`config.mk`:
```
export PLATFORM = sky130hd
export DESIGN_NAME = dms_config_bank
export DESIGN_NICKNAME = d
export VERILOG_FILES = /design/src/rtl/dms_pkg.sv /design/src/rtl/dms_config_bank.sv
export VERILOG_INCLUDE_DIRS = /design/src /design/src/rtl
export SDC_FILE = /design/constraint.sdc
export NUM_CORES = 1
export LEC_CHECK = 0
export ABC_CLOCK_PERIOD_IN_PS = 19600
export BUFFER_PORTS_ARGS = -buffer_cell sky130_fd_sc_hd__buf_4
export CAP_MARGIN = 20
export CORE_MARGIN = 8
export CORE_UTILIZATION = 55
export DETAILED_ROUTE_END_ITERATION = 10
export PLACE_DENSITY = 0.86
export SLEW_MARGIN = 20
export SYNTH_ARGS = -nofsm -noshare
export SYNTH_HDL_FRONTEND = slang
export SYNTH_SLANG_ARGS = --single-unit
```
`constraint.sdc`:
```
create_clock -name clock -period 19.6 [get_ports clock]
set_clock_uncertainty 0.15 [all_clocks]
set_input_delay 0.98 -clock clock [delete_from_list [all_inputs] [get_ports clock]]
set_output_delay 0.98 -clock clock [all_outputs]
set_load 0.03 [all_outputs]
```
`src/rtl/dms_map.svh`:
```
// register map, reset values, value limits and timing for the drive mode and stop bank
// What this block does
// Mode 0 is speed, 1 position and 2 torque, the field resets to position and changes only at stop.
// Mode 3 torque/speed, 4 speed/position, 5 torque/position, 6 all three, 7 process segment.
// Absolute 0 is incremental, 1 linear and 2 rotation, the field resets to 0 and changes at stop.
// Absolute 3 is linear without overflow warning and absolute 4 is single-turn.
// Direction 0 makes counterclockwise forward and 1 clockwise, resets to 0, changes at stop.
// Pulse phase 0 has A lead B and 1 has A lag B, resets to 0 and changes only at stop.
// Enable-off 0 coast, 1 ramp 1 and 2 braking all end off, reset 0, taking effect at once.
// Enable-off -1 braking, -2 ramp 1, -3 zero speed and -4 ramp 2 all end in dynamic braking.
// Class 2 -1 braking, -2 ramp 1, -3 ramp 2, -4 stop torque and -5 zero speed all end braked.
// Class 2 0 coast, 1 ramp 1, 2 ramp 2, 3 stop torque and 4 braking all end off, reset 2.
// Overtravel 0 coast off, 1 zero speed locked, 2 zero speed off and 3 ramp 2 off.
// Overtravel 4 ramp 2 locked, 5 dynamic braking off and 6 dynamic braking held.
// Overtravel 7 ignores overtravel, the field resets to 1 and changes only at stop.
// Class 1 0 coast off, 1 braking off and 2 braking held, reset 2, changes only at stop.
// Commands wait 0 to 500 ms (reset 250) after brake release, and new delays apply at once.
// An out-of-set write, or an at-stop write while running, is rejected and changes nothing.
// The host writes at-stop fields only when stopped and only values inside each set; the bench also sends such writes to check they are rejected.
`ifndef DMS_MAP_SVH
`define DMS_MAP_SVH
`define DMS_ADDR_MODE 16'h0200
`define DMS_ADDR_ABS 16'h0201
`define DMS_ADDR_DIR 16'h0202
`define DMS_ADDR_PHASE 16'h0203
`define DMS_ADDR_ENOFF 16'h0205
`define DMS_ADDR_C2 16'h0206
`define DMS_ADDR_OT 16'h0207
`define DMS_ADDR_C1 16'h0208
`define DMS_ADDR_DELAY 16'h0209
`define DMS_RST_MODE 16'h0001
`define DMS_RST_ABS 16'h0000
`define DMS_RST_DIR 16'h0000
`define DMS_RST_PHASE 16'h0000
`define DMS_RST_ENOFF 16'h0000
`define DMS_RST_C2 16'h0002
`define DMS_RST_OT 16'h0001
`define DMS_RST_C1 16'h0002
`define DMS_RST_DELAY 16'h00fa
`define DMS_MAX_MODE 16'h0007
`define DMS_MAX_ABS 16'h0004
`define DMS_MAX_BIT 16'h0001
`define DMS_MIN_ENOFF (-16'sh0004)
`define DMS_MAX_ENOFF 16'sh0002
`define DMS_MIN_C2 (-16'sh0005)
`define DMS_MAX_C2 16'sh0004
`define DMS_MAX_OT 16'h0007
`define DMS_MAX_C1 16'h0002
`define DMS_MAX_DELAY 16'h01f4
`define DMS_MS_NS 1000000
`define DMS_CLK_NS 8
`endif

```
`src/rtl/dms_pkg.sv`:
```
// types shared by the drive mode and stop bank
package dms_pkg;
   typedef enum logic [2:0] {
      DMS_ACT_COAST = 3'h0,
      DMS_ACT_RAMP1 = 3'h1,
      DMS_ACT_RAMP2 = 3'h2,
      DMS_ACT_ZERO = 3'h3,
      DMS_ACT_ETORQ = 3'h4,
      DMS_ACT_DBRAKE = 3'h5,
      DMS_ACT_NONE = 3'h6
   } dms_act_t;
   typedef enum logic [1:0] {
      DMS_END_OFF = 2'h0,
      DMS_END_DB = 2'h1,
      DMS_END_LOCK = 2'h2,
      DMS_END_RUN = 2'h3
   } dms_end_t;
   typedef enum logic [2:0] {
      DMS_ABS_INC = 3'h0,
      DMS_ABS_LIN = 3'h1,
      DMS_ABS_ROT = 3'h2,
      DMS_ABS_LIN_NOWARN = 3'h3,
      DMS_ABS_SINGLE = 3'h4
   } dms_abs_t;
   typedef enum logic [2:0] {
      DMS_BRK_IDLE = 3'b001,
      DMS_BRK_WAIT = 3'b010,
      DMS_BRK_READY = 3'b100
   } dms_brk_t;
endpackage : dms_pkg

```
`src/rtl/dms_config_bank.sv`:
```
// drive mode and stop configuration bank with brake release command gate
`timescale 1ns/1ns
`include "dms_map.svh"
`default_nettype none
module dms_config_bank #(
   parameter int MS_CYCLES = `DMS_MS_NS / `DMS_CLK_NS
) (
   input wire logic clock,
   input wire logic rst_n,
   input wire logic wrReq,
   input wire logic rdReq,
   input wire logic [15:0] addr,
   input wire logic [15:0] wrData,
   output logic [15:0] rdData,
   output logic ack,
   output logic reject,
   input wire logic driveStopped,
   input wire logic brakeReleaseOn,
   output logic cmdAccept,
   output logic speedModeEn,
   output logic positionModeEn,
   output logic torqueModeEn,
   output logic segmentModeEn,
   output dms_pkg::dms_abs_t absMode,
   output logic clockwiseForward,
   output logic phaseALags,
   output dms_pkg::dms_act_t enOffAct,
   output dms_pkg::dms_end_t enOffEnd,
   output dms_pkg::dms_act_t c2Act,
   output dms_pkg::dms_end_t c2End,
   output dms_pkg::dms_act_t otAct,
   output dms_pkg::dms_end_t otEnd,
   output logic otIgnore,
   output dms_pkg::dms_act_t c1Act,
   output dms_pkg::dms_end_t c1End
);
   import dms_pkg::*;

   // ************************************************
   // reset release
   // ************************************************
   logic rstMeta;
   logic rstSyncN;
   always_ff @(posedge clock or negedge rst_n) begin
      if (!rst_n) begin
         rstMeta <= 1'b0;
         rstSyncN <= 1'b0;
      end else begin
         rstMeta <= 1'b1;
         rstSyncN <= rstMeta;
      end
   end

   // ************************************************
   // stop selection decode
   // ************************************************
   function automatic logic [4:0] decEnOff(input logic [15:0] v);
      case (v)
         16'h0000: decEnOff = {DMS_ACT_COAST, DMS_END_OFF};
         16'h0001: decEnOff = {DMS_ACT_RAMP1, DMS_END_OFF};
         16'h0002: decEnOff = {DMS_ACT_DBRAKE, DMS_END_OFF};
         16'hffff: decEnOff = {DMS_ACT_DBRAKE, DMS_END_DB};
         16'hfffe: decEnOff = {DMS_ACT_RAMP1, DMS_END_DB};
         16'hfffd: decEnOff = {DMS_ACT_ZERO, DMS_END_DB};
         16'hfffc: decEnOff = {DMS_ACT_RAMP2, DMS_END_DB};
         default: decEnOff = {DMS_ACT_COAST, DMS_END_OFF};
      endcase
   endfunction : decEnOff

   function automatic logic [4:0] decC2(input logic [15:0] v);
      case (v)
         16'h0000: decC2 = {DMS_ACT_COAST, DMS_END_OFF};
         16'h0001: decC2 = {DMS_ACT_RAMP1, DMS_END_OFF};
         16'h0002: decC2 = {DMS_ACT_RAMP2, DMS_END_OFF};
         16'h0003: decC2 = {DMS_ACT_ETORQ, DMS_END_OFF};
         16'h0004: decC2 = {DMS_ACT_DBRAKE, DMS_END_OFF};
         16'hffff: decC2 = {DMS_ACT_DBRAKE, DMS_END_DB};
         16'hfffe: decC2 = {DMS_ACT_RAMP1, DMS_END_DB};
         16'hfffd: decC2 = {DMS_ACT_RAMP2, DMS_END_DB};
         16'hfffc: decC2 = {DMS_ACT_ETORQ, DMS_END_DB};
         16'hfffb: decC2 = {DMS_ACT_ZERO, DMS_END_DB};
         default: decC2 = {DMS_ACT_RAMP2, DMS_END_OFF};
      endcase
   endfunction : decC2

   function automatic logic [4:0] decOt(input logic [15:0] v);
      case (v)
         16'h0000: decOt = {DMS_ACT_COAST, DMS_END_OFF};
         16'h0001: decOt = {DMS_ACT_ZERO, DMS_END_LOCK};
         16'h0002: decOt = {DMS_ACT_ZERO, DMS_END_OFF};
         16'h0003: decOt = {DMS_ACT_RAMP2, DMS_END_OFF};
         16'h0004: decOt = {DMS_ACT_RAMP2, DMS_END_LOCK};
         16'h0005: decOt = {DMS_ACT_DBRAKE, DMS_END_OFF};
         16'h0006: decOt = {DMS_ACT_DBRAKE, DMS_END_DB};
         16'h0007: decOt = {DMS_ACT_NONE, DMS_END_RUN};
         default: decOt = {DMS_ACT_ZERO, DMS_END_LOCK};
      endcase
   endfunction : decOt

   function automatic logic [4:0] decC1(input logic [15:0] v);
      case (v)
         16'h0000: decC1 = {DMS_ACT_COAST, DMS_END_OFF};
         16'h0001: decC1 = {DMS_ACT_DBRAKE, DMS_END_OFF};
         default: decC1 = {DMS_ACT_DBRAKE, DMS_END_DB};
      endcase
   endfunction : decC1

   // ************************************************
   // access decode and value checks
   // ************************************************
   logic [15:0] modeReg, absReg, dirReg, phaseReg, enOffReg;
   logic [15:0] c2Reg, otReg, c1Reg, delayReg;
   wire selMode = addr == `DMS_ADDR_MODE;
   wire selAbs = addr == `DMS_ADDR_ABS;
   wire selDir = addr == `DMS_ADDR_DIR;
   wire selPhase = addr == `DMS_ADDR_PHASE;
   wire selEnOff = addr == `DMS_ADDR_ENOFF;
   wire selC2 = addr == `DMS_ADDR_C2;
   wire selOt = addr == `DMS_ADDR_OT;
   wire selC1 = addr == `DMS_ADDR_C1;
   wire selDelay = addr == `DMS_ADDR_DELAY;
   wire mapped = selMode | selAbs | selDir | selPhase | selEnOff
      | selC2 | selOt | selC1 | selDelay;
   wire signed [15:0] sData = $signed(wrData);
   wire inRange = (selMode & (wrData <= `DMS_MAX_MODE))
      | (selAbs & (wrData <= `DMS_MAX_ABS))
      | ((selDir | selPhase) & (wrData <= `DMS_MAX_BIT))
      | (selEnOff & (sData >= `DMS_MIN_ENOFF) & (sData <= `DMS_MAX_ENOFF))
      | (selC2 & (sData >= `DMS_MIN_C2) & (sData <= `DMS_MAX_C2))
      | (selOt & (wrData <= `DMS_MAX_OT))
      | (selC1 & (wrData <= `DMS_MAX_C1))
      | (selDelay & (wrData <= `DMS_MAX_DELAY));
   // at-stop fields; the three stop/delay fields below apply at once
   wire atStopSel = selMode | selAbs | selDir | selPhase | selOt | selC1;
   wire wrOk = wrReq & mapped & inRange & (!atStopSel | driveStopped);
   wire rdOk = rdReq & !wrReq & mapped;
   wire [15:0] rdMux = selMode ? modeReg : selAbs ? absReg : selDir ? dirReg
      : selPhase ? phaseReg : selEnOff ? enOffReg : selC2 ? c2Reg
      : selOt ? otReg : selC1 ? c1Reg : delayReg;

   // ************************************************
   // parameter store
   // ************************************************
   always_ff @(posedge clock or negedge rstSyncN) begin
      if (!rstSyncN) begin
         modeReg <= `DMS_RST_MODE;
         absReg <= `DMS_RST_ABS;
         dirReg <= `DMS_RST_DIR;
         phaseReg <= `DMS_RST_PHASE;
         enOffReg <= `DMS_RST_ENOFF;
         c2Reg <= `DMS_RST_C2;
         otReg <= `DMS_RST_OT;
         c1Reg <= `DMS_RST_C1;
         delayReg <= `DMS_RST_DELAY;
      end else if (wrOk) begin
         if (selMode) modeReg <= wrData;
         if (selAbs) absReg <= wrData;
         if (selDir) dirReg <= wrData;
         if (selPhase) phaseReg <= wrData;
         if (selEnOff) enOffReg <= wrData;
         if (selC2) c2Reg <= wrData;
         if (selOt) otReg <= wrData;
         if (selC1) c1Reg <= wrData;
         if (selDelay) delayReg <= wrData;
      end
   end

   // host answer: one cycle after the request
   always_ff @(posedge clock or negedge rstSyncN) begin
      if (!rstSyncN) begin
         ack <= 1'b0;
         reject <= 1'b0;
         rdData <= 16'h0000;
      end else begin
         ack <= wrOk | rdOk;
         reject <= (wrReq & !wrOk) | (rdReq & !wrReq & !mapped);
         rdData <= rdOk ? rdMux : 16'h0000;
      end
   end

   // ************************************************
   // mode and stop outputs
   // ************************************************
   wire [2:0] m = modeReg[2:0];

   wire speedNext = (m == 3'h0) | (m == 3'h3) | (m == 3'h4) | (m == 3'h6);
   wire posNext = (m == 3'h1) | (m == 3'h4) | (m == 3'h5) | (m == 3'h6);
   wire torqNext = (m == 3'h2) | (m == 3'h3) | (m == 3'h5) | (m == 3'h6);
   wire segNext = m == 3'h7;
   wire [4:0] enOffDec = decEnOff(enOffReg);
   wire [4:0] c2Dec = decC2(c2Reg);
   wire [4:0] otDec = decOt(otReg);
   wire [4:0] c1Dec = decC1(c1Reg);

   always_ff @(posedge clock or negedge rstSyncN) begin
      if (!rstSyncN) begin
         speedModeEn <= 1'b0;
         positionModeEn <= 1'b1;
         torqueModeEn <= 1'b0;
         segmentModeEn <= 1'b0;
         absMode <= DMS_ABS_INC;
         clockwiseForward <= 1'b0;
         phaseALags <= 1'b0;
         {enOffAct, enOffEnd} <= {DMS_ACT_COAST, DMS_END_OFF};
         {c2Act, c2End} <= {DMS_ACT_RAMP2, DMS_END_OFF};
         {otAct, otEnd} <= {DMS_ACT_ZERO, DMS_END_LOCK};
         otIgnore <= 1'b0;
         {c1Act, c1End} <= {DMS_ACT_DBRAKE, DMS_END_DB};
      end else begin
         speedModeEn <= speedNext;
         positionModeEn <= posNext;
         torqueModeEn <= torqNext;
         segmentModeEn <= segNext;
         absMode <= dms_abs_t'(absReg[2:0]);
         clockwiseForward <= dirReg[0];
         phaseALags <= phaseReg[0];
         {enOffAct, enOffEnd} <= enOffDec;
         {c2Act, c2End} <= c2Dec;
         {otAct, otEnd} <= otDec;
         otIgnore <= otReg == `DMS_MAX_OT;
         {c1Act, c1End} <= c1Dec;
      end
   end

   // ************************************************
   // brake release command gate
   // ************************************************
   dms_brk_t brkState;
   logic [31:0] tickCount;
   logic [15:0] msCount;
   // the delay is sampled live, so a shorter write ends a running wait early
   wire msTick = tickCount == 32'(MS_CYCLES - 1);
   wire delayDone = msCount >= delayReg;

   always_ff @(posedge clock or negedge rstSyncN) begin
      if (!rstSyncN) begin
         brkState <= DMS_BRK_IDLE;
         tickCount <= 32'h0;
         msCount <= 16'h0000;
      end else begin
         case (brkState)
            DMS_BRK_IDLE: begin
               tickCount <= 32'h0;
               msCount <= 16'h0000;
               if (brakeReleaseOn) brkState <= DMS_BRK_WAIT;
            end
            DMS_BRK_WAIT: begin
               tickCount <= msTick ? 32'h0 : tickCount + 32'h1;
               if (msTick) msCount <= msCount + 16'h0001;
               if (!brakeReleaseOn) brkState <= DMS_BRK_IDLE;
               else if (delayDone) brkState <= DMS_BRK_READY;
            end
            DMS_BRK_READY: begin
               if (!brakeReleaseOn) brkState <= DMS_BRK_IDLE;
            end
            default: brkState <= DMS_BRK_IDLE;
         endcase
      end
   end
   assign cmdAccept = brkState == DMS_BRK_READY;
endmodule : dms_config_bank
`default_nettype wire

```
==> results of run 1 <==
[through the flow]
step | setup WS [ns] | instance area (sq um) | hold slack [ns] | instances
after floorplan | 12.30 | 11300 | 0.181 | 1116
after global placement | 14.85 | 12000 | 0.183 | 1405
after detailed placement | 14.70 | 12000 | 0.186 | 1405
after CTS | 15.25 | 12900 | 0.0665 | 1453
after global routing | 14.89 | 12900 | 0.0612 | 1453
final | 15.22 | 12900 | 0.0848 | 1453
[layer usage]
layer | up-vias | share of wire | GRT usage
met3 | 87 | 0.065 | 0.0452
met2 | 330 | 0.48 | 0.354
li1 | 4029 | - | -
met5 | - | 0 | 0
met1 | 4286 | 0.41 | 0.266
met4 | 0 | 0.042 | 0.0922
[where the power goes]
group          internal, mW  leakage, nW  switching (mW)
combinational        0.0258         2.73          0.0785
sequential            0.500         3.22         0.00842
clock                 0.284        0.415           0.193
total                 0.810         6.36           0.280
[synth_stat cells, drive strengths merged, types with 19 or more instances]
cell and count:
o21ai 65, ha 21, nor4 30, buf 19, a31oi 22, o211ai 20, dfrtp 222, a21oi 34
mux2 30, inv 28, nand2 148, nor2b 74, nor2 67, nand4 31, nor3 22, nand3 28
clkbuf 48
[registers in the layout (all words and copies together) (netlist names), 16 cells and up]
signal     cells
absReg        16
c1Reg         16
c2Reg         16
delayReg      16
dirReg        16
enOffReg      16
modeReg       16
msCount       16
otReg         16
phaseReg      16
rdData        16
tickCount     32
[worst min path at each step]
stage | startpoint | endpoint | depth (start not counted)
6_report | rst_n | rstMeta | 1
5_1_grt | rst_n | rstMeta | 1
4_1_cts | rst_n | rstMeta | 1
3_5_place_dp | rstMeta | rstSyncN | 0
3_3_place_gp | rstMeta | rstSyncN | 0
2_1_floorplan | rstMeta | rstSyncN | 0
[kinds of logic after synthesis]
logic type      synth area share
flops                      0.534
simple gates               0.226
fa+ha+maj                 0.0233
xor+xnor                  0.0186
compound gates             0.116
buf+inv                   0.0341
other cells             0.000665
mux                       0.0479
[worst register-to-register path: stages, from the launching register on]
cell and delay (ns):
dfstp_2 0.60, xor2_1 0.18, nor2b_1 0.77, o21ai_1 0.59, nor4_1 0.52, xnor2_1 0.16, nor2_1 0.05
[area by class of cell]
cell class	count	area (sq um)	area share
sequential	240	6030	0.468
multi-input combinational	781	4900	0.380
tap	270	338	0.0262
clock buffer	39	771	0.0599
clock inverter	9	75.1	0.00583
inverter	28	105	0.00816
timing repair buffer	86	658	0.0511
==> qor.yml, run 1 <==
timing:
  rsz0062_at_grt: "no"
  worstMarginPinSlew_ns: 1.04
  totalNegativeSetupSlack_ns: 0
  fmax_mhz: 228
  setup_viol: 0
  period_needed_ns: 4.38
  fin_crit_sh: 0.223
  hold_viol: 0
  slew_headroom: 0.307
  maxSlewViolCount: 0
yosys:
  ys_async_sr_fraction: 1.00
  synth_top_flop_cell: "dfrtp_1"
  synth_area_leader_cell: "dfrtp_1"
  synthTopCellsByArea: "dfrtp_1, nand2_1, dfstp_2"
  synth-seq-cells: 240
  syn_avg_cell_area_sq_um: 10.1
  ys.warnings.count: 0
  synth_cells: 1113
  synth_cell_types: 68
  ys_seq_area_frac: 0.534
  synth.cell_area_sq_um: 11300
  synth_top_area_share: 0.492
  synth_edf_count: 0
setup_path:
  worstSetupPathType: "input port to flop"
  reg2reg_slack_ns: 16.46
  path_buf_inv: 1
  max_stage_delay_ns: 0.84
  crit_required_ns: 19.85
  r2r-start: "brkState[0]"
  timing.rr.end: "msCount[13]"
  cp-startpoint: "addr[14]"
  crit_path_top_delay_cell: "nor3_2"
  start_kind: "input port"
  crit_cells: 8
  cp_cell_sequence: "buf_4 > nor4_1 > nand3_1 > nor3_2 > nand3_2 > a41o_4 > nor3_4 > mux2_1"
  r2r_cells: 6
  worstPathMaxFanout: 19
  endpoint: "dirReg[0]"
  cp-end-kind: "flop"
  arrival_ns: 4.62
  critPathTopFamily: "simple AND/OR/NAND/NOR gates"
clock_network:
  cts_buffers: 26
  root_buffer: "clkbuf_16"
  clkLatencyLatePin_ns: 0.52
  cts_hold_buf: 0
  clkTransAtPathRegs_ns: 0.06
  cts.sinks: 240
  cts_tree: "built"
  h-tree-depth: 1
  cts_setup_buffers: 0
  clock_path_buffers: 3
  post_cts_resized: 0
die:
  die-area_sq_um: 25400
  fp.dieW_microns: 159
  ios: 87
  start_util: 0.560
  core_sq_um: 20200
  chipHeight_microns: 159
  placementRows: 52
global_routing:
  antenna_found_initial: 0
  grt_max_degree: 176
  grt_usage: 0.213
  grt_first_pass_wirelength_microns: 44900
  grt_pass1_vias: 8661
  grt-ovfl-total: 0
drt:
  wl_per_cell_microns: 19.0
  detail_route.vias_per_cell: 6.01
  first_iter_violations: 790
  drc: 0
  drt.antenna.violating_nets: 0
  routed_wl_microns: 27500
  vias: 8732
  dr.pass1.iters: 7
cells_and_area:
  diodes: 0
  drive_above_1_share: 0.162
  final_common_cell: "dfrtp_1"
  n_fill_cell: 1549
  finish.utilization: 0.638
  nets: 1222
  area_growth_pct: 14.0
  final_cell_mix: "dfrtp_1, nand2_1, buf_4"
status:
  status: "finished, final reports clean"
pwr:
  power_density_nw_per_um2: 84.6
  leakage_nw: 6.36
  total_power_mw: 1.09
  ir_worst_vdd_uv: 125
job:
  max_cap_violations: 0
worst_hold_path:
  min_path_type: "input port to async pin"
place:
  gp_congestion: 0.954
  port-buffer-count: 82
  dp_hpwl_microns: 18800
Power figures use the tool's default switching activity.
==> run 2, diff against run 1 <==
--- a/config.mk
+++ b/config.mk
@@ -6,7 +6,7 @@
 export SDC_FILE = /design/constraint.sdc
 export NUM_CORES = 1
 export LEC_CHECK = 0
-export ABC_CLOCK_PERIOD_IN_PS = 19600
+export ABC_CLOCK_PERIOD_IN_PS = 4200
 export BUFFER_PORTS_ARGS = -buffer_cell sky130_fd_sc_hd__buf_4
 export CAP_MARGIN = 20
 export CORE_MARGIN = 8
==> constraint.sdc (replaced) <==
create_clock -name clock -period 4.2 [get_ports clock]
set_clock_uncertainty 0.15 [all_clocks]
set_input_delay 0.21 -clock clock [delete_from_list [all_inputs] [get_ports clock]]
set_output_delay 0.21 -clock clock [all_outputs]
set_load 0.03 [all_outputs]
==> qor.yml, run 2 (synthesis results as in run 1) <==
clock_network:
  cts_tree: "built"  # unchanged
  h-tree-depth: 1  # unchanged
  clock_path_buffers: 3  # unchanged
  cts_buffers: 26  # unchanged
  cts.sinks: 240  # unchanged
  clkTransAtPathRegs_ns: 0.06  # about the same
  clkLatencyLatePin_ns: 0.53  # was 0.52 ns
  post_cts_resized: 0  # unchanged
  root_buffer: "clkbuf_16"  # unchanged
pwr:
  leakage_nw: 6.52  # was 6.36 nW
  total_power_mw: 5.42  # was 1.09 mW
  power_density_nw_per_um2: 410  # was 84.6 nW/um^2
  ir_worst_vdd_uv: 365  # was 125 uV
cells_and_area:
  drive_above_1_share: 0.172  # was 0.162
  nets: 1246  # was 1,222
  area_growth_pct: 17.1  # was 14.0%
  final_common_cell: "dfrtp_1"  # unchanged
  n_fill_cell: 1503  # was 1,549
  largest_reg_flops: 32  # unchanged
  final_area_sq_um: 13200  # was 12,900 sq um
  diodes: 0  # unchanged
  final_cell_mix: "dfrtp_1, nand2_1, buf_4"  # unchanged
  largest-register: "tickCount"  # unchanged
timing:
  maxSlewViolCount: 0  # unchanged
  totalNegativeSetupSlack_ns: 0  # unchanged
  rsz0062_at_grt: "no"  # unchanged
  slew_headroom: 0.279  # was 0.307
  period_needed_ns: 3.26
  setup_viol: 0  # unchanged
  fmax_mhz: 307
  hold_viol: 0  # unchanged
  worstMarginPinSlew_ns: 1.07  # was 1.04 ns
  fin_crit_sh: 0.777
global_routing:
  grt_max_degree: 85  # was 176
  busiest_layer: "met2"  # unchanged
  grt-ovfl-total: 0  # unchanged
  met2_usage: 0.367  # was 0.354
  antenna_found_initial: 0  # unchanged
  gr-usage-met1: 0.277  # was 0.266
  grt_pass1_vias: 9014  # was 8,661
  grt_first_pass_wirelength_microns: 46600  # was 44,900 microns
  grtUsageMet3: 0.0507  # was 0.0452
  grt_usage: 0.221  # was 0.213
setup_path:
  crit_path_top_delay_cell: "dlygate4sd3_1"  # was nor3_2
  worstSetupPathType: "input port to flop"  # unchanged
  timing.rr.end: "tickCount[17]"  # was msCount[13]
  cp-startpoint: "wrData[3]"  # was addr[14]
  max_stage_delay_ns: 0.53  # was 0.84 ns
  worstPathMaxFanout: 19  # unchanged
  r2r_cells: 6  # unchanged
  r2r-start: "tickCount[9]"  # was brkState[0]
  reg2reg_slack_ns: 1.07  # was 16.46 ns
  arrival_ns: 3.52  # was 4.62 ns
  start_kind: "input port"  # unchanged
  endpoint: "absReg[2]"  # was dirReg[0]
  crit_required_ns: 4.46  # was 19.85 ns
  cp-end-kind: "flop"  # unchanged
  cp_cell_sequence: "dlygate4sd3_1 > buf_4 > nor4_1 > and4_1 > a22o_1 > nand3_2 > a41o_4 > nor2_4 > mux2_1"  # was buf_4 > nor4_1 > nand3_1 > nor3_2 > nand3_2 > a41o_4 > nor3_4 > mux2_1
place:
  place_area_sq_um: 12100  # was 12,000 sq um
  port-buffer-count: 82  # unchanged
  gp_congestion: 0.898  # was 0.954
  dp_hpwl_microns: 19200  # was 18,800 microns
drt:
  wl_per_cell_microns: 19.2  # was 19.0 microns
  detail_route.vias_per_cell: 6.04  # was 6.01
  dr.pass1.iters: 8  # was 7
  first_iter_violations: 858  # was 790
  vias: 8924  # was 8,732
  routed_wl_microns: 28300  # was 27,500 microns
  drt.antenna.violating_nets: 0  # unchanged
  drc: 0  # unchanged
job:
  max_cap_violations: 0  # unchanged
die:
  chipHeight_microns: 159  # unchanged
  start_util: 0.560  # unchanged
  ios: 87  # unchanged
  placementRows: 52  # unchanged
  fp.dieW_microns: 159  # unchanged
  die-area_sq_um: 25400  # unchanged
  core_sq_um: 20200  # unchanged
worst_hold_path:
  min_path_type: "input port to flop"  # was input port to async pin
status:
  status: "finished, final reports clean"  # unchanged
==> run 2: area by class of cell <==
cell class                      count  area, sq um  area share
Tap cell                          270          338      0.0256
Timing Repair Buffer              110          873      0.0661
Clock inverter                     20          303      0.0229
Multi-Input combinational cell    781         4900       0.371
Clock buffer                       28          668      0.0506
Sequential cell                   240         6030       0.456
Inverter                           28          105     0.00795
==> run 2: per-layer routing <==
| layer | up-vias | wire, microns |
|---|---|---|
| met1 | 4400 | 11500 |
| met3 | 87 | 2020 |
| li1 | 4082 | - |
| met4 | 0 | 994 |
| met2 | 355 | 13900 |
| met5 | - | 0 |
==> run 2: repair_timing <==
action	in CTS	in global routing
hold endpoints to repair	33	0
hold buffers	14	0
buffers inserted	0	0
==> run 2: worst min path at each step <==
| stage | slack (ns) | to | startpoint | depth (start not counted) |
|---|---|---|---|---|
| 2_1_floorplan | -0.24 | rstMeta | rst_n | 0 |
| 3_3_place_gp | -0.16 | rstMeta | rst_n | 1 |
| 3_5_place_dp | -0.15 | rstMeta | rst_n | 1 |
| 4_1_cts | 0.06 | otReg[0] | driveStopped | 4 |
| 5_1_grt | 0.09 | otReg[0] | driveStopped | 4 |
| 6_report | 0.07 | ack | rdReq | 4 |
==> run 2: through the flow <==
| step | hold slack [ns] | setup slack [ns] | utilization | std cells |
|---|---|---|---|---|
| after floorplan | -0.236 | 0.125 | - | 1116 |
| after global placement | -0.156 | 0.863 | 0.600 | 1415 |
| after detailed placement | -0.155 | 0.782 | 0.600 | 1415 |
| after CTS | 0.0585 | 1.01 | 0.655 | 1477 |
| after global routing | 0.0907 | 0.809 | 0.655 | 1477 |
| final | 0.0718 | 0.937 | 0.655 | 1477 |
==> run 2: report_power, final <==
part,switching (mW),total [mW],internal [mW]
combinational,0.382,0.523,0.142
clock,0.980,2.53,1.55
sequential,0.0352,2.37,2.33
==> run 2: critical path: cells and delay by family <==
family | cells | cell delay, ns
AND/OR/NAND/NOR | 4 | 1.55
buffers and inverters | 2 | 0.69
AO/OA/AOI/OAI | 2 | 0.69
multiplexers | 1 | 0.37
==> run 3, diff against run 2 <==
--- a/config.mk
+++ b/config.mk
@@ -6,7 +6,8 @@
 export SDC_FILE = /design/constraint.sdc
 export NUM_CORES = 1
 export LEC_CHECK = 0
-export ABC_CLOCK_PERIOD_IN_PS = 4200
+export ABC_AREA = 1
+export ABC_CLOCK_PERIOD_IN_PS = 3100
 export BUFFER_PORTS_ARGS = -buffer_cell sky130_fd_sc_hd__buf_4
 export CAP_MARGIN = 20
 export CORE_MARGIN = 8
==> constraint.sdc (replaced) <==
create_clock -name clock -period 3.1 [get_ports clock]
set_clock_uncertainty 0.15 [all_clocks]
set_input_delay 0.155 -clock clock [delete_from_list [all_inputs] [get_ports clock]]
set_output_delay 0.155 -clock clock [all_outputs]
set_load 0.03 [all_outputs]
==> qor.yml, run 3 <==
pwr:
  total_power_mw: 7.30  # was 5.42 mW
  ir_worst_vdd_uv: 394  # was 365 uV
  leakage_nw: 7.95  # was 6.52 nW
  power_density_nw_per_um2: 496  # was 410 nW/um^2
timing:
  totalNegativeSetupSlack_ns: 0  # unchanged
  rsz0062_at_grt: "no"  # unchanged
  setup_viol: 0  # unchanged
  maxSlewViolCount: 0  # unchanged
  hold_viol: 0  # unchanged
  slew_headroom: 0.357  # was 0.279
  worstMarginPinSlew_ns: 0.952  # was 1.07 ns
  fin_crit_sh: 0.915
  period_needed_ns: 2.84
  fmax_mhz: 353
drt:
  dr.pass1.iters: 6  # was 8
  first_iter_violations: 1235  # was 858
  drc: 0  # unchanged
  top_layer: "met4"  # unchanged
  route.met3.wl_microns: 2500  # was 2020 microns
  wirelength_met1_microns: 14600  # was 11,500 microns
  dr_wl_met2_microns: 16200  # was 13,900 microns
  vias: 11400  # was 8,924
  routed_wl_microns: 34400  # was 28,300 microns
  detail_route.vias_per_cell: 5.59  # was 6.04
  wl_per_cell_microns: 16.9  # was 19.2 microns
  drt.antenna.violating_nets: 0  # unchanged
yosys:
  synth_edf_count: 0  # unchanged
  synth_cells: 1618  # was 1,113
  synth_top_area_share: 0.444  # was 0.492
  synth_common_cells: "nand2_1, inv_1, dfrtp_1"  # was dfrtp_1, nand2_1, nor2b_1
  synth-seq-cells: 240  # unchanged
  syn_avg_cell_area_sq_um: 7.73  # was 10.1 sq um
  ys_async_sr_fraction: 1.00  # unchanged
  synth.cell_area_sq_um: 12500  # was 11,300 sq um
  synth_area_leader_cell: "dfrtp_1"  # unchanged
  yosysMostFrequentCell: "nand2_1"  # was dfrtp_1
  synthTopCellsByArea: "dfrtp_1, nand2_1, inv_1"  # was dfrtp_1, nand2_1, dfstp_2
  synth_cell_types: 50  # was 68
  ys_seq_area_frac: 0.482  # was 0.534
  ys.warnings.count: 0  # unchanged
  synth_top_flop_cell: "dfrtp_1"  # unchanged
clock_network:
  clkTransAtPathRegs_ns: 0.06  # about the same
  cts.sinks: 240  # unchanged
  clkLatencyLatePin_ns: 0.55  # was 0.53 ns
  root_buffer: "clkbuf_16"  # unchanged
  h-tree-depth: 1  # unchanged
  cts_tree: "built"  # unchanged
  cts_buffers: 26  # unchanged
  clock_path_buffers: 3  # unchanged
cells_and_area:
  ff_latch_area_sq_um: 6030  # unchanged
  area_growth_pct: 17.5  # was 17.1%
  largest-register: "tickCount"  # unchanged
  multiInputGateArea_sq_um: 5200  # was 4900 sq um
  nets: 1787  # was 1,246
  final_cell_mix: "nand2_1, inv_1, dfrtp_1"  # was dfrtp_1, nand2_1, buf_4
  final_common_cell: "nand2_1"  # was dfrtp_1
  drive_above_1_share: 0.138  # was 0.172
  n_fill_cell: 1807  # was 1,503
  largest_reg_flops: 32  # unchanged
die:
  ios: 87  # unchanged
  start_util: 0.556  # was 0.560
  die-area_sq_um: 27800  # was 25,400 sq um
  chipHeight_microns: 167  # was 159 microns
  core_sq_um: 22500  # was 20,200 sq um
  fp.dieW_microns: 167  # was 159 microns
  placementRows: 55  # was 52
worst_hold_path:
  min_path_type: "input port to flop"  # unchanged
  min_delay_worst_endpoint: "c1Reg[1]"  # was ack
  hold_depth: 5  # was 4
  min_from: "addr[2]"  # was rdReq
setup_path:
  start_kind: "input port"  # unchanged
  cp-end-kind: "flop"  # unchanged
  r2r_cells: 8  # was 6
  crit_required_ns: 3.37  # was 4.46 ns
  reg2reg_slack_ns: 0.40  # was 1.07 ns
  timing.rr.end: "tickCount[6]"  # was tickCount[17]
  worstPathMaxFanout: 16  # was 19
  worstSetupPathType: "input port to flop"  # unchanged
  r2r-start: "tickCount[17]"  # was tickCount[9]
  arrival_ns: 3.11  # was 3.52 ns
global_routing:
  antenna_found_initial: 1  # was 0
  grt-ovfl-total: 0  # unchanged
  grt_usage: 0.245  # was 0.221
  grt_max_degree: 64  # was 85
  grt_first_pass_wirelength_microns: 56600  # was 46,600 microns
  grt_pass1_vias: 11300  # was 9,014
place:
  dp_hpwl_microns: 24000  # was 19,200 microns
  gp_congestion: 0.964  # was 0.898
  port-buffer-count: 82  # unchanged
status:
  status: "finished, final reports clean"  # unchanged
job:
  max_cap_violations: 0  # unchanged
[run 3: changes by cell type in the layout (fill, tap and decap cells not counted), moves of 29 or more]
cell	change
nand4_1	+55
nand2_1	+326
nor2b_1	-74
inv_1	+209
inv_2	+29
nand3_1	+72
[run 3: final cells by class]
cell class / instances / share of cell area
tap: 285 / 0.0243
clock inverter: 16 / 0.0174
multi-input combinational: 1053 / 0.354
sequential: 240 / 0.410
antenna: 1 / 0.000170
timing repair buffer: 140 / 0.0779
clock buffer: 32 / 0.0478
inverter: 267 / 0.0682
[run 3: cells by family (layout without fill, tap and decap cells)]
family / count (synthesis) / after routing / share of synthesized area
AOI/OAI and AO/OA: 159 / 159 / 0.0713
xor gates and xnor gates: 25 / 25 / 0.0175
adders and majority gates: 21 / 21 / 0.0210
buffers and inverters: 329 / 455 / 0.105
DFF: 240 / 240 / 0.482
other: 2 / 6 / 0.000600
and+or+nand+nor: 842 / 843 / 0.303
[run 3: power by group]
part / internal (mW) / switching (mW)
clock network: 2.12 / 1.31
logic: 0.193 / 0.448
registers: 3.17 / 0.0493
[run 3: per-stage QoR]
step                      utilization  instance area (sq um)  hold WS, ns  instances  setup slack, ns
after CTS                       0.652                  14700       0.0306       2030           0.0592
final                           0.653                  14700       0.0539       2034            0.264
after detailed placement        0.597                  13400       -0.210       1954            0.219
after global placement          0.597                  13400       -0.212       1954            0.360
after floorplan                     -                  12500       -0.291       1621            0.541
after global routing            0.653                  14700        0.108       2034            0.127
[run 3: repair_timing]
item / 4_1_cts / 5_1_grt
endpoints found under the setup margin: 0 / 11
resized for setup: 0 / 1
hold buffers: 28 / 0
hold endpoints to repair: 76 / 0
setup buffers: 0 / 2
[run 3: worst max-delay path, cell delays in order]
cell           delay [ns]
dlygate4sd3_1        0.56
buf_4                0.21
nor2_1               0.25
inv_1                0.11
nor2_1               0.17
nand4_1              0.13
a21oi_1              0.16
o21bai_1             0.17
nand3_4              0.15
buf_4                0.23
nand2_1              0.10
nand2_1              0.06
o21ai_0              0.08
dlygate4sd3_1        0.56
[run 3: worst max-delay path by stage]
stage | start | end | slack (ns) | cells past startpoint
after global placement | addr[13] | phaseReg[0] | 0.36 | 14
after floorplan | rstSyncN | absMode[0] | 0.54 | 0
final | addr[0] | reject | 0.26 | 14
after global routing | addr[0] | reject | 0.13 | 14
after CTS | addr[0] | reject | 0.06 | 14
after detailed placement | addr[15] | phaseReg[12] | 0.22 | 14
[run 3: routing by layer]
layer,up-vias,global-route usage
met4,0,0.0944
met2,483,0.404
met1,5423,0.318
met5,-,0
li1,5383,-
met3,90,0.0409
